<file path="config.mk">
export PLATFORM = sky130hd
export DESIGN_NAME = mac_statistics_counters
export DESIGN_NICKNAME = d
export VERILOG_FILES = /design/src/common/mac_stats_pkg.sv /design/src/core/mac_statistics_counters.sv
export SDC_FILE = /design/constraint.sdc
export NUM_CORES = 1
export LEC_CHECK = 0
export BUFFER_PORTS_ARGS = -buffer_cell sky130_fd_sc_hd__buf_2
export CAP_MARGIN = 15
export CORE_MARGIN = 2
export CORE_UTILIZATION = 24
export CTS_CLUSTER_DIAMETER = 50
export DETAILED_ROUTE_END_ITERATION = 8
export GPL_TIMING_DRIVEN = 1
export PLACE_DENSITY = 0.43
export SLEW_MARGIN = 25
export SYNTH_ARGS = -nofsm -noshare
export SYNTH_HDL_FRONTEND = slang
export SYNTH_SLANG_ARGS = --single-unit
export TNS_END_PERCENT = 1
</file>
<file path="constraint.sdc">
create_clock -name ref_clk -period 15 [get_ports ref_clk]
set_clock_uncertainty 0.15 [all_clocks]
set_input_delay 3 -clock ref_clk [delete_from_list [all_inputs] [get_ports ref_clk]]
set_output_delay 3 -clock ref_clk [all_outputs]
set_load 0.01 [all_outputs]
</file>
<file path="src/common/mac_stats_pkg.sv">
package mac_stats_pkg;

	////////////////////////////////////////////////////////////////////////////
	// Counter bank layout
	localparam int NUM_CNT = 12;
	localparam int IDX_TX_OK = 0;
	localparam int IDX_RX_OK = 1;
	localparam int IDX_CRS = 2;
	localparam int IDX_LATE = 3;
	localparam int IDX_DEFER = 4;
	localparam int IDX_OVR = 5;
	localparam int IDX_LDEF = 6;
	localparam int IDX_ABORT = 7;
	localparam int IDX_TX_BC = 8;
	localparam int IDX_RX_BC = 9;
	localparam int IDX_TX_MC = 10;
	localparam int IDX_RX_MC = 11;

	// Byte offsets in I/O space
	localparam logic [7:0] OFS_TX_OK = 8'h70;
	localparam logic [7:0] OFS_RX_OK = 8'h72;
	localparam logic [7:0] OFS_CRS = 8'h74;
	localparam logic [7:0] OFS_LATE = 8'h75;
	localparam logic [7:0] OFS_DEFER = 8'h78;
	localparam logic [7:0] OFS_OVR = 8'h79;
	localparam logic [7:0] OFS_LDEF = 8'h7A;
	localparam logic [7:0] OFS_ABORT = 8'h7B;
	localparam logic [7:0] OFS_TX_BC = 8'h7C;
	localparam logic [7:0] OFS_RX_BC = 8'h7D;
	localparam logic [7:0] OFS_TX_MC = 8'h7E;
	localparam logic [7:0] OFS_RX_MC = 8'h7F;

	// Limits and thresholds
	localparam logic [15:0] MAX16 = 16'hFFFF;
	localparam logic [15:0] MAX8 = 16'h00FF;
	localparam logic [15:0] MAX4 = 16'h000F;
	localparam logic [15:0] THR16 = 16'hC000;
	localparam logic [15:0] THR8 = 16'h00C0;
	localparam logic [15:0] THR4 = 16'h000C;
	localparam logic [15:0] CNT_RESET = 16'h0000;

	// Host read request and answer
	typedef struct packed {
		logic rd;
		logic [7:0] addr;
	} io_req_s;

	typedef struct packed {
		logic valid;
		logic [15:0] data;
	} io_rsp_s;

	// Event strobes from the MAC transmit and receive logic
	typedef struct packed {
		logic tx_start;
		logic tx_done;
		logic tx_dest_bcast;
		logic tx_dest_group;
		logic tx_first_deferred;
		logic tx_any_collision;
		logic tx_defer_limit;
		logic tx_retry_abort;
		logic tx_late_collision;
		logic tx_past_sfd;
		logic tx_carrier_gone;
		logic rx_done;
		logic rx_dest_bcast;
		logic rx_dest_group;
		logic rx_overrun;
		logic short_frame_flag;
		logic misaligned_frame_flag;
		logic checksum_bad_flag;
		logic too_long_frame_flag;
		logic rx_mac_fault;
		logic rx_trunc_overrun;
		logic rx_addr_match;
		logic rx_full_at_start;
	} mac_events_s;

	// Whole state of the counter bank
	typedef struct packed {
		logic [NUM_CNT-1:0][15:0] cnt;
		logic [15:0] rdata;
		logic rvalid;
		logic thr_evt;
		logic intr;
		logic long_defer_seen;
	} stats_state_s;

endpackage

</file>
<file path="src/core/mac_statistics_counters.sv">
`timescale 1ns/1ps
module mac_statistics_counters (
	input wire logic ref_clk,
	input wire logic rst,
	input wire logic counting_enable,
	input wire logic update_stats_intr_enable,
	input wire mac_stats_pkg::io_req_s io_req,
	input wire mac_stats_pkg::mac_events_s events,
	output mac_stats_pkg::io_rsp_s io_rsp,
	output logic counter_threshold_event,
	output logic update_stats_intr
);
	import mac_stats_pkg::*;

	////////////////////////////////////////////////////////////////////////////
	// Per-counter constants

	function automatic logic [7:0] cnt_offset(input int i);
		logic [7:0] o;
		o = 8'h00;
		if (i == IDX_TX_OK) o = OFS_TX_OK;
		else if (i == IDX_RX_OK) o = OFS_RX_OK;
		else if (i == IDX_CRS) o = OFS_CRS;
		else if (i == IDX_LATE) o = OFS_LATE;
		else if (i == IDX_DEFER) o = OFS_DEFER;
		else if (i == IDX_OVR) o = OFS_OVR;
		else if (i == IDX_LDEF) o = OFS_LDEF;
		else if (i == IDX_ABORT) o = OFS_ABORT;
		else if (i == IDX_TX_BC) o = OFS_TX_BC;
		else if (i == IDX_RX_BC) o = OFS_RX_BC;
		else if (i == IDX_TX_MC) o = OFS_TX_MC;
		else o = OFS_RX_MC;
		return o;
	endfunction

	function automatic logic [15:0] cnt_max(input int i);
		logic [15:0] m;
		if (i == IDX_TX_OK || i == IDX_RX_OK) m = MAX16;
		else if (i == IDX_CRS) m = MAX4;
		else m = MAX8;
		return m;
	endfunction

	function automatic logic [15:0] cnt_thresh(input int i);
		logic [15:0] t;
		if (i == IDX_TX_OK || i == IDX_RX_OK) t = THR16;
		else if (i == IDX_CRS) t = THR4;
		else t = THR8;
		return t;
	endfunction

	// Read decode, shared by the datapath and the checks
	function automatic logic read_hit(input io_req_s r, input int i);
		return r.rd && (r.addr == cnt_offset(i));
	endfunction

	////////////////////////////////////////////////////////////////////////////
	// Event classification

	stats_state_s s_r;
	stats_state_s s_nxt;
	logic rx_bad;
	logic rx_good;
	logic ldef_first;
	logic [NUM_CNT-1:0] evt;
	logic [NUM_CNT-1:0] inc;

	// Any error flag disqualifies a received frame
	assign rx_bad = events.rx_overrun | events.short_frame_flag
		| events.misaligned_frame_flag | events.checksum_bad_flag
		| events.too_long_frame_flag | events.rx_mac_fault;
	assign rx_good = events.rx_done & ~rx_bad;

	// A new frame opens the window again, so a late limit strobe still counts
	assign ldef_first = events.tx_defer_limit & (events.tx_start | ~s_r.long_defer_seen);

	// Raw events per counter
	always_comb begin
		evt = '0;
		evt[IDX_TX_OK] = events.tx_done;
		evt[IDX_RX_OK] = rx_good;
		evt[IDX_CRS] = events.tx_carrier_gone & events.tx_past_sfd
			& ~events.tx_any_collision;
		evt[IDX_LATE] = events.tx_late_collision;
		evt[IDX_DEFER] = events.tx_done & events.tx_first_deferred
			& ~events.tx_any_collision;
		evt[IDX_OVR] = events.rx_trunc_overrun & events.rx_addr_match
			& ~events.rx_full_at_start;
		evt[IDX_LDEF] = ldef_first;
		evt[IDX_ABORT] = events.tx_retry_abort;
		evt[IDX_TX_BC] = events.tx_done & events.tx_dest_bcast;
		evt[IDX_RX_BC] = rx_good & events.rx_dest_bcast;
		evt[IDX_TX_MC] = events.tx_done & events.tx_dest_group
			& ~events.tx_dest_bcast;
		evt[IDX_RX_MC] = rx_good & events.rx_dest_group & ~events.rx_dest_bcast;
	end

	// No counter moves on network events while gathering is off; long_defer_seen still follows them
	assign inc = evt & {NUM_CNT{counting_enable}};

	////////////////////////////////////////////////////////////////////////////
	// Next-state logic

	// One pass over the bank; a read clears first, then the event adds on top
	always_comb begin
		logic [15:0] base;
		logic hit_any;
		base = '0;
		hit_any = 1'b0;
		s_nxt = s_r;
		s_nxt.rvalid = 1'b0;
		s_nxt.thr_evt = 1'b0;
		s_nxt.intr = 1'b0;
		if (events.tx_start) begin
			s_nxt.long_defer_seen = 1'b0;
		end
		if (events.tx_defer_limit) begin
			s_nxt.long_defer_seen = 1'b1;
		end
		for (int i = 0; i < NUM_CNT; i++) begin
			base = s_r.cnt[i];
			if (read_hit(io_req, i)) begin
				s_nxt.rdata = s_r.cnt[i];
				hit_any = 1'b1;
				base = CNT_RESET;
			end
			if (inc[i]) begin
				if (i == IDX_CRS && base == MAX4) begin
					s_nxt.cnt[i] = base;
				end else begin
					s_nxt.cnt[i] = (base + 16'h0001) & cnt_max(i);
				end
				// Crossing is judged on the value before the increment
				if (base == cnt_thresh(i)) begin
					s_nxt.thr_evt = 1'b1;
				end
			end else begin
				s_nxt.cnt[i] = base;
			end
		end
		// Unmapped reads still answer, with zero, so the host never hangs
		if (io_req.rd) begin
			s_nxt.rvalid = 1'b1;
			if (!hit_any) begin
				s_nxt.rdata = 16'h0000;
			end
		end
		s_nxt.intr = s_nxt.thr_evt & update_stats_intr_enable;
	end

	////////////////////////////////////////////////////////////////////////////
	// State register

	always_ff @(posedge ref_clk or posedge rst) begin
		if (rst) begin
			s_r <= '0;
		end else begin
			s_r <= s_nxt;
		end
	end

	// Outputs come straight from the state flops
	assign io_rsp.valid = s_r.rvalid;
	assign io_rsp.data = s_r.rdata;
	assign counter_threshold_event = s_r.thr_evt;
	assign update_stats_intr = s_r.intr;
endmodule // mac_statistics_counters

</file>
Yosys cells after proc, flatten, opt, wreduce, memory -nomap -nowiden:

Cells that the tools add are included.
W data, S select, Z words.

* eq/ne operators: 25
* reduce and logical (&&, ||, !) cells: 13
* muxes and demuxes: 102
* bitwise operators: 40
* add/sub/neg operators: 12

Operators by type and width (count)
* $mux W16: 63
* $add A16 B1 Y16 const B: 12
* $and A16 B16 Y16: 12
* $eq A16 B16 Y1: 12
* $eq A8 B7 Y1 const B: 12
* $mux W1: 38
* $mux W17: 1
* $eq A16 B4 Y1 const B: 1
* $and A1 B1 Y1: 15
* $and A12 B12 Y12: 1
* $logic_and A1 B1 Y1: 12
* $not A1 Y1: 6
* $or A1 B1 Y1: 6
* $reduce_bool A2 Y1: 1

* register bits: 212
* input port bits: 36
* output and inout port bits: 19

Depth between registers and ports, before layout:

Gate-level depths: netlist of the first run.

* depth after elaboration: 37
* depth in mapped cells: 13
* depth with buffers taken out: 10

Worst setup path after synthesis of the first run:

OpenSTA, ideal clock, no wires.

* path kind: input-to-reg
* start point: input io_req[8] (netlist name)
* end point: register s_r[32] (netlist name)
* slack: 9.451 ns
* data required time: 14.718 ns
* library setup time: 0.132 ns
* arrival time: 5.267 ns
* path buffers: 3
* stages: 13
* cells stage by stage: buf_4 > and3b_1 > clkbuf_1 > nand3_1 > clkbuf_1 > nand2_1 > inv_1 > ha_1 > inv_1 > or3_1 > nor4b_1 > xnor2_1 > nor2_1

RTL lines
* start, declared: RTL line mac_statistics_counters.sv:7 `input wire mac_stats_pkg::io_req_s io_req,`
* end signal, assigned: RTL line mac_statistics_counters.sv:158 `s_r <= s_nxt;`
* end, declared: RTL line mac_statistics_counters.sv:60 `stats_state_s s_r;`

==> results.yml, run 1 <==
hold_path:
  whs_path_depth: 2
  hold_start: "s_r[0]"
  hold_path_end: "s_r[0]"
  hold_class: "register to register"
timing:
  clock.fmax_ghz: 0.1624
  slew_violations: 0
  period_share: 0.4105
  fin_crit_ns: 6.158
  finalSetupTns_ns: 0
  setup_ws_ns: 8.842
  hold_viol: 0
  rsz0062_at_grt: "no"
  worst_slew_pin_slew_ns: 1.038
  slew_headroom: 0.3046
  setup_viol: 0
  whs_ns: 0.3569
clock_tree:
  cts_buffer_depth: 3
  cts_tree: "done"
  cts_hold_buf: 0
  ctsResizeCount: 0
  clock-sinks: 212
  cts-htree-levels: 2
  clk_pin_slew_worst_paths_ns: 0.05
  clock_latency_ns: 0.54
  postCtsSetupBuffers: 0
  clockRootBuffer: "clkbuf_16"
  cts-buffers-inserted: 35
cells_and_area:
  areaGrowthSynthToFinish_pct: 15.34
  fin_cells: 2063
  n_antenna_cell: 0
  num-nets-final: 1427
  drive_gt1_frac: 0.1165
floorplan:
  initial_core_util: 0.2440
  core_area_mm2: 0.05038
  num_rows: 82
  die-area_mm2: 0.05304
  die_width_um: 230.3
  io_pins: 55
  die_h_um: 230.3
drt:
  drc: 0
  drt_first_pass_iters: 5
  ant_nets: 0
  wl_mm: 44.43
  via_count: 10490
  drt_iter0_markers: 929
  viasPerCell: 5.085
  wire_per_inst_um: 21.54
power:
  p_leak_nw: 6.160
  ir_drop_uv: 50.02
  power.density_mw_per_mm2: 124.0
worst_setup_path:
  cpPeakStageDelay_ns: 0.57
  crit_path_start_kind: "input port"
  crit_fanout: 51
  worst_ep_required_time_ns: 15.29
  slowest_stage: "and3b_1"
  rr_worst_depth: 5
  critPathTopFamily: "simple AND/OR/NAND/NOR gates"
  rr_endpoint: "update_stats_intr"
  cp.buffers_inverters: 2
  crit_path_end_kind: "register"
  arrival_ns: 6.45
  criticalPathCategory: "input port to register"
  crit_chain: "buf_2, buf_4, and3b_1, nand3_2, nand2_1, ha_1, nand2b_1, nor4_1, a311oi_1, a41oi_1"
  r2r_slack_ns: 12.76
  r2r-start: "s_r[72]"
logic_synthesis:
  yosysUniqueCellTypes: 72
  postSynthNetCount: 1413
  synth_top_area_cell: "dfrtp_1"
  synth_top_area_frac: 0.4316
  synthFlopType: "dfrtp_1"
  yosysSeqAreaShare: 0.4316
  syn-mean-instance-area_um2: 9.084
  synth-edff-count: 0
  synth_seq_cells: 212
  async_reset_ff_frac: 1.000
  syn_area_mm2: 0.01229
  synthCells: 1353
  netlist_top_cells_area: "dfrtp_1 (43%), nand2_1 (4.3%), xor2_1 (4.1%), nor2_1 (3.8%), o21ai_0 (3.7%)"
  synth_warnings: 0
placement:
  detailedPlace.worstSlack_ns: 8.482
  port_buffers: 54
  hpwl_mm: 32.69
  placed_cells: 2002
  globalplace.congestion: 0.8587
global_routing:
  grt_use_total: 0.1671
  grt_pass1_wl_mm: 67.50
  antenna_found_initial: 1
  globalRoute.totalOverflow: 0
  grt_max_degree: 107
  grt_pass1_vias: 10360
flow_run:
  drv_cap: 0
outcome:
  status: "complete, no violations"
[power by group]
group	switching (mW)	internal, mW	total (mW)	leakage (nW)
Clock	0.299	0.492	0.791	0.545
Sequential	0.0954	0.627	0.722	2.88
Combinational	0.153	0.0918	0.244	2.73
Total	0.547	1.21	1.76	6.16
[registers in the layout (all words and copies together) (netlist names)]
| name | count |
|---|---|
| counter_threshold_event | 1 |
| s_r | 193 |
| io_rsp | 17 |
| update_stats_intr | 1 |
[cell families after synthesis]
group	after synthesis	synth area share
XOR/XNOR	84	0.05986
adder cells (fa/ha/maj)	24	0.02443
flip-flops	212	0.4316
AO/OA/AOI/OAI	254	0.1328
multiplexers	19	0.01690
AND/OR/NAND/NOR	628	0.2833
buffers and inverters	132	0.05110
[metrics by stage]
| stage | power (mW) | util | area [um^2] |
|---|---|---|---|
| floorplan | 0.8741 | - | 12290 |
| global placement | 0.9697 | 0.2587 | 13030 |
| detailed placement | 0.9717 | 0.2587 | 13030 |
| CTS | 1.778 | 0.2811 | 14160 |
| global route | 1.844 | 0.2814 | 14180 |
| finish | 1.757 | 0.2814 | 14180 |
[worst register-to-register path, delay by kind of cell (launching register included)]
kind / cells / cell delay (ns)
compound gates: 2 / 0.41
flops: 1 / 0.50
simple gates: 3 / 1.11
[layout make-up]
type	count	area, um^2
Inverter	43	168.9
Timing Repair Buffer	66	360.3
Multi-Input combinational cell	1009	6371
Clock inverter	17	167.7
Clock buffer	44	962.2
Tap cell	672	840.8
Sequential cell	212	5305
Fill cell	5347	36200
[per-layer routing]
metal | routed length [um] | vias to the layer above | global-route usage
li1 | - | 4859 | -
met1 | 20500 | 5259 | 0.2330
met2 | 20450 | 302 | 0.2646
met3 | 2217 | 71 | 0.02753
met4 | 1267 | 0 | 0.05020
met5 | 0 | - | 0
[cell usage after synthesis (7+ instances only)]
master    instances
dfrtp_1         212
nand2_1         140
nor2_1          125
o21ai_0          90
and2_1           66
xor2_1           57
nand4_1          50
inv_1            43
nand3_1          42
clkbuf_1         41
a21oi_1          40
and3_1           39
xnor2_1          27
ha_1             24
a22oi_1          23
buf_2            22
buf_4            22
nor4_1           22
nor4b_1          22
nor3_1           18
o22ai_1          18
and3b_1          16
or3_1            16
mux2_2           14
o211ai_1         13
a32oi_1          12
nand2b_1         11
nor2b_1          11
a21boi_0         10
nor3b_1           9
a31oi_1           8
and4_1            7
[cells in the final DEF (no fill, tap or decap), types with 10 or more instances in the layout]
cell and instances:
nand3_1 42, nor2b_1 11, a21oi_1 40, nor2_1 125, nand2_1 140, nand2b_1 11, buf_4 12, a21boi_0 10
o21ai_0 90, and3_1 39, and3b_1 16, or3_1 16, nor4_1 22, nand4_1 50, a32oi_1 12, ha_1 24
a22oi_1 23, dfrtp_1 212, nor3_1 17, xnor2_1 27, and2_1 66, o22ai_1 18, o211ai_1 13, inv_1 42
buf_2 54, nor4b_1 22, xor2_1 57, clkbuf_16 37, mux2_2 14
[worst max path at each step]
stage / startpoint / to / slack, ns / cells past startpoint
final: io_req[0] / update_stats_intr / 8.84 / 10
after global routing: io_req[1] / update_stats_intr / 8.56 / 11
after CTS: io_req[0] / update_stats_intr / 9.03 / 10
after detailed placement: io_req[0] / update_stats_intr / 8.48 / 10
after global placement: io_req[1] / update_stats_intr / 8.55 / 11
after floorplan: rst / counter_threshold_event / 6.06 / 1
Note: power is estimated with default switching activity, not from simulation.
==> run 2, diff against run 1 <==
==> constraint.sdc (replaced) <==
create_clock -name ref_clk -period 6.1 [get_ports ref_clk]
set_clock_uncertainty 0.15 [all_clocks]
set_input_delay 1.22 -clock ref_clk [delete_from_list [all_inputs] [get_ports ref_clk]]
set_output_delay 1.22 -clock ref_clk [all_outputs]
set_load 0.01 [all_outputs]
==> run 2 against run 1 <==
Compared with the run above:
- critical path depth rose by 1
- die area did not move
- cell count did not move
- sequential share of layout area rose by 0.11 points
- combinational power rose by 150%
- worst setup slack got worse by 6.9 ns
- via count barely moved
- clock power rose by 130%
- sequential power rose by 150%
- wire length fell by 0.89%
- cell area fell by 0.30%
- count of clock-buffer cells in the layout fell by 3
- highest routed layer is now met5
==> results.yml, run 2 (synthesized netlist as in run 1, its figures left out) <==
outcome:
  status: "complete, no violations"
clock_tree:
  postCtsSetupBuffers: 0
  ctsResizeCount: 0
  clock_latency_ns: 0.59
  clk_pin_slew_worst_paths_ns: 0.06
  cts_tree: "done"
  clockRootBuffer: "clkbuf_16"
  cts_buffer_depth: 3
  cts_hold_buf: 0
  clock-sinks: 212
  cts-buffers-inserted: 31
  cts-htree-levels: 1
drt:
  viasPerCell: 5.090
  wire_per_inst_um: 21.34
  drt_iter0_markers: 1132
  via_count: 10500
  drc: 0
  drt_first_pass_iters: 6
  wl_mm: 44.03
  ant_nets: 0
placement:
  hpwl_mm: 33.12
  detailedPlace.worstSlack_ns: 1.403
  globalplace.congestion: 0.8940
  port_buffers: 54
global_routing:
  grt_pass1_wl_mm: 67.36
  grt_use_total: 0.1654
  grt_max_degree: 113
  antenna_found_initial: 4
  grt_pass1_vias: 10380
  globalRoute.totalOverflow: 0
worst_setup_path:
  crit_path_start_kind: "input port"
  crit_top_cell: "nand2_1"
  crit_path_end_kind: "register"
  cpPeakStageDelay_ns: 0.76
  crit_fanout: 29
  r2r_slack_ns: 3.53
  worst_ep_required_time_ns: 6.44
  crit_chain: "buf_2, buf_4, nor2b_1, nand2_1, nand2_1, ha_1, nor3b_1, nand3_1, nor3_1, nor3_2, a41oi_1"
  arrival_ns: 4.46
  slowest_stage: "nor2b_1"
  criticalPathCategory: "input port to register"
  critPathTopFamily: "simple AND/OR/NAND/NOR gates"
  cp.buffers_inverters: 2
timing:
  finalSetupTns_ns: 0
  fin_crit_ns: 4.121
  rsz0062_at_grt: "no"
  slew_violations: 0
  whs_ns: 0.3526
  period_share: 0.6755
  slew_headroom: 0.2924
  clock.fmax_ghz: 0.2427
  worst_slew_pin_slew_ns: 1.055
  setup_ws_ns: 1.979
  hold_viol: 0
  setup_viol: 0
floorplan:
  die_width_um: 230.3
  io_pins: 55
  num_rows: 82
  die-area_mm2: 0.05304
  initial_core_util: 0.2440
  die_h_um: 230.3
  core_area_mm2: 0.05038
cells_and_area:
  most-common-layout-cells: "dfrtp_1 (212), nand2_1 (140), nor2_1 (125)"
  drive_gt1_frac: 0.1172
  largest_register_ffs: 193
  areaGrowthSynthToFinish_pct: 15.00
  num-nets-final: 1427
  fillCellCount: 5350
  regMostFlops: "s_r"
  final_common_cell: "dfrtp_1"
  n_antenna_cell: 0
power:
  power.density_mw_per_mm2: 297.4
  p_leak_nw: 6.150
  ir_drop_uv: 217.1
  power_mw: 4.203
hold_path:
  hold_class: "register to register"
flow_run:
  drv_cap: 0
## run 2: metrics by stage
stage | area [um^2] | cells | utilization
6_report | 14130 | 2063 | 0.2806
4_1_cts | 14130 | 2063 | 0.2806
3_5_place_dp | 13070 | 2006 | 0.2595
3_3_place_gp | 13070 | 2006 | 0.2595
5_1_grt | 14130 | 2063 | 0.2806
2_1_floorplan | 12290 | 1353 | -
## run 2: final timing paths
| path | from | end | cells past startpoint |
|---|---|---|---|
| setup / recovery | io_req[1] | update_stats_intr | 11 |
| setup reg to reg | s_r[65] | s_r[53] | 4 |
| hold reg to reg | s_r[0] | s_r[0] | 2 |
| hold / removal | s_r[0] | s_r[0] | 2 |
| min in group asynchronous | rst | s_r[66] | 2 |
| max in group asynchronous | rst | s_r[133] | 4 |
## run 2: final cells by class
class | count | area, um^2 | area share
multi-input combinational | 1009 | 6357 | 0.4498
sequential | 212 | 5305 | 0.3754
clock buffer | 41 | 873.3 | 0.06179
tap | 672 | 840.8 | 0.05949
timing repair buffer | 70 | 402.9 | 0.02851
clock inverter | 16 | 188.9 | 0.01337
inverter | 43 | 165.2 | 0.01169
## run 2: worst min-delay path, delay by kind of cell (launching register included)
kind          cells  cell delay [ns]
simple gates      2             0.15
flops             1             0.32
## run 2: layer usage
| metal | vias up | global-route usage | wire, um |
|---|---|---|---|
| li1 | 4854 | - | - |
| met1 | 5167 | 0.2351 | 20340 |
| met2 | 392 | 0.2583 | 19720 |
| met3 | 84 | 0.02592 | 2602 |
| met4 | 4 | 0.04738 | 1350 |
| met5 | - | 0 | 23 |
## run 2: power by group
group	total [mW]	switching (mW)	internal (mW)
sequential	1.77	0.228	1.54
combinational	0.603	0.375	0.228
clock	1.83	0.698	1.13
total	4.20	1.30	2.90
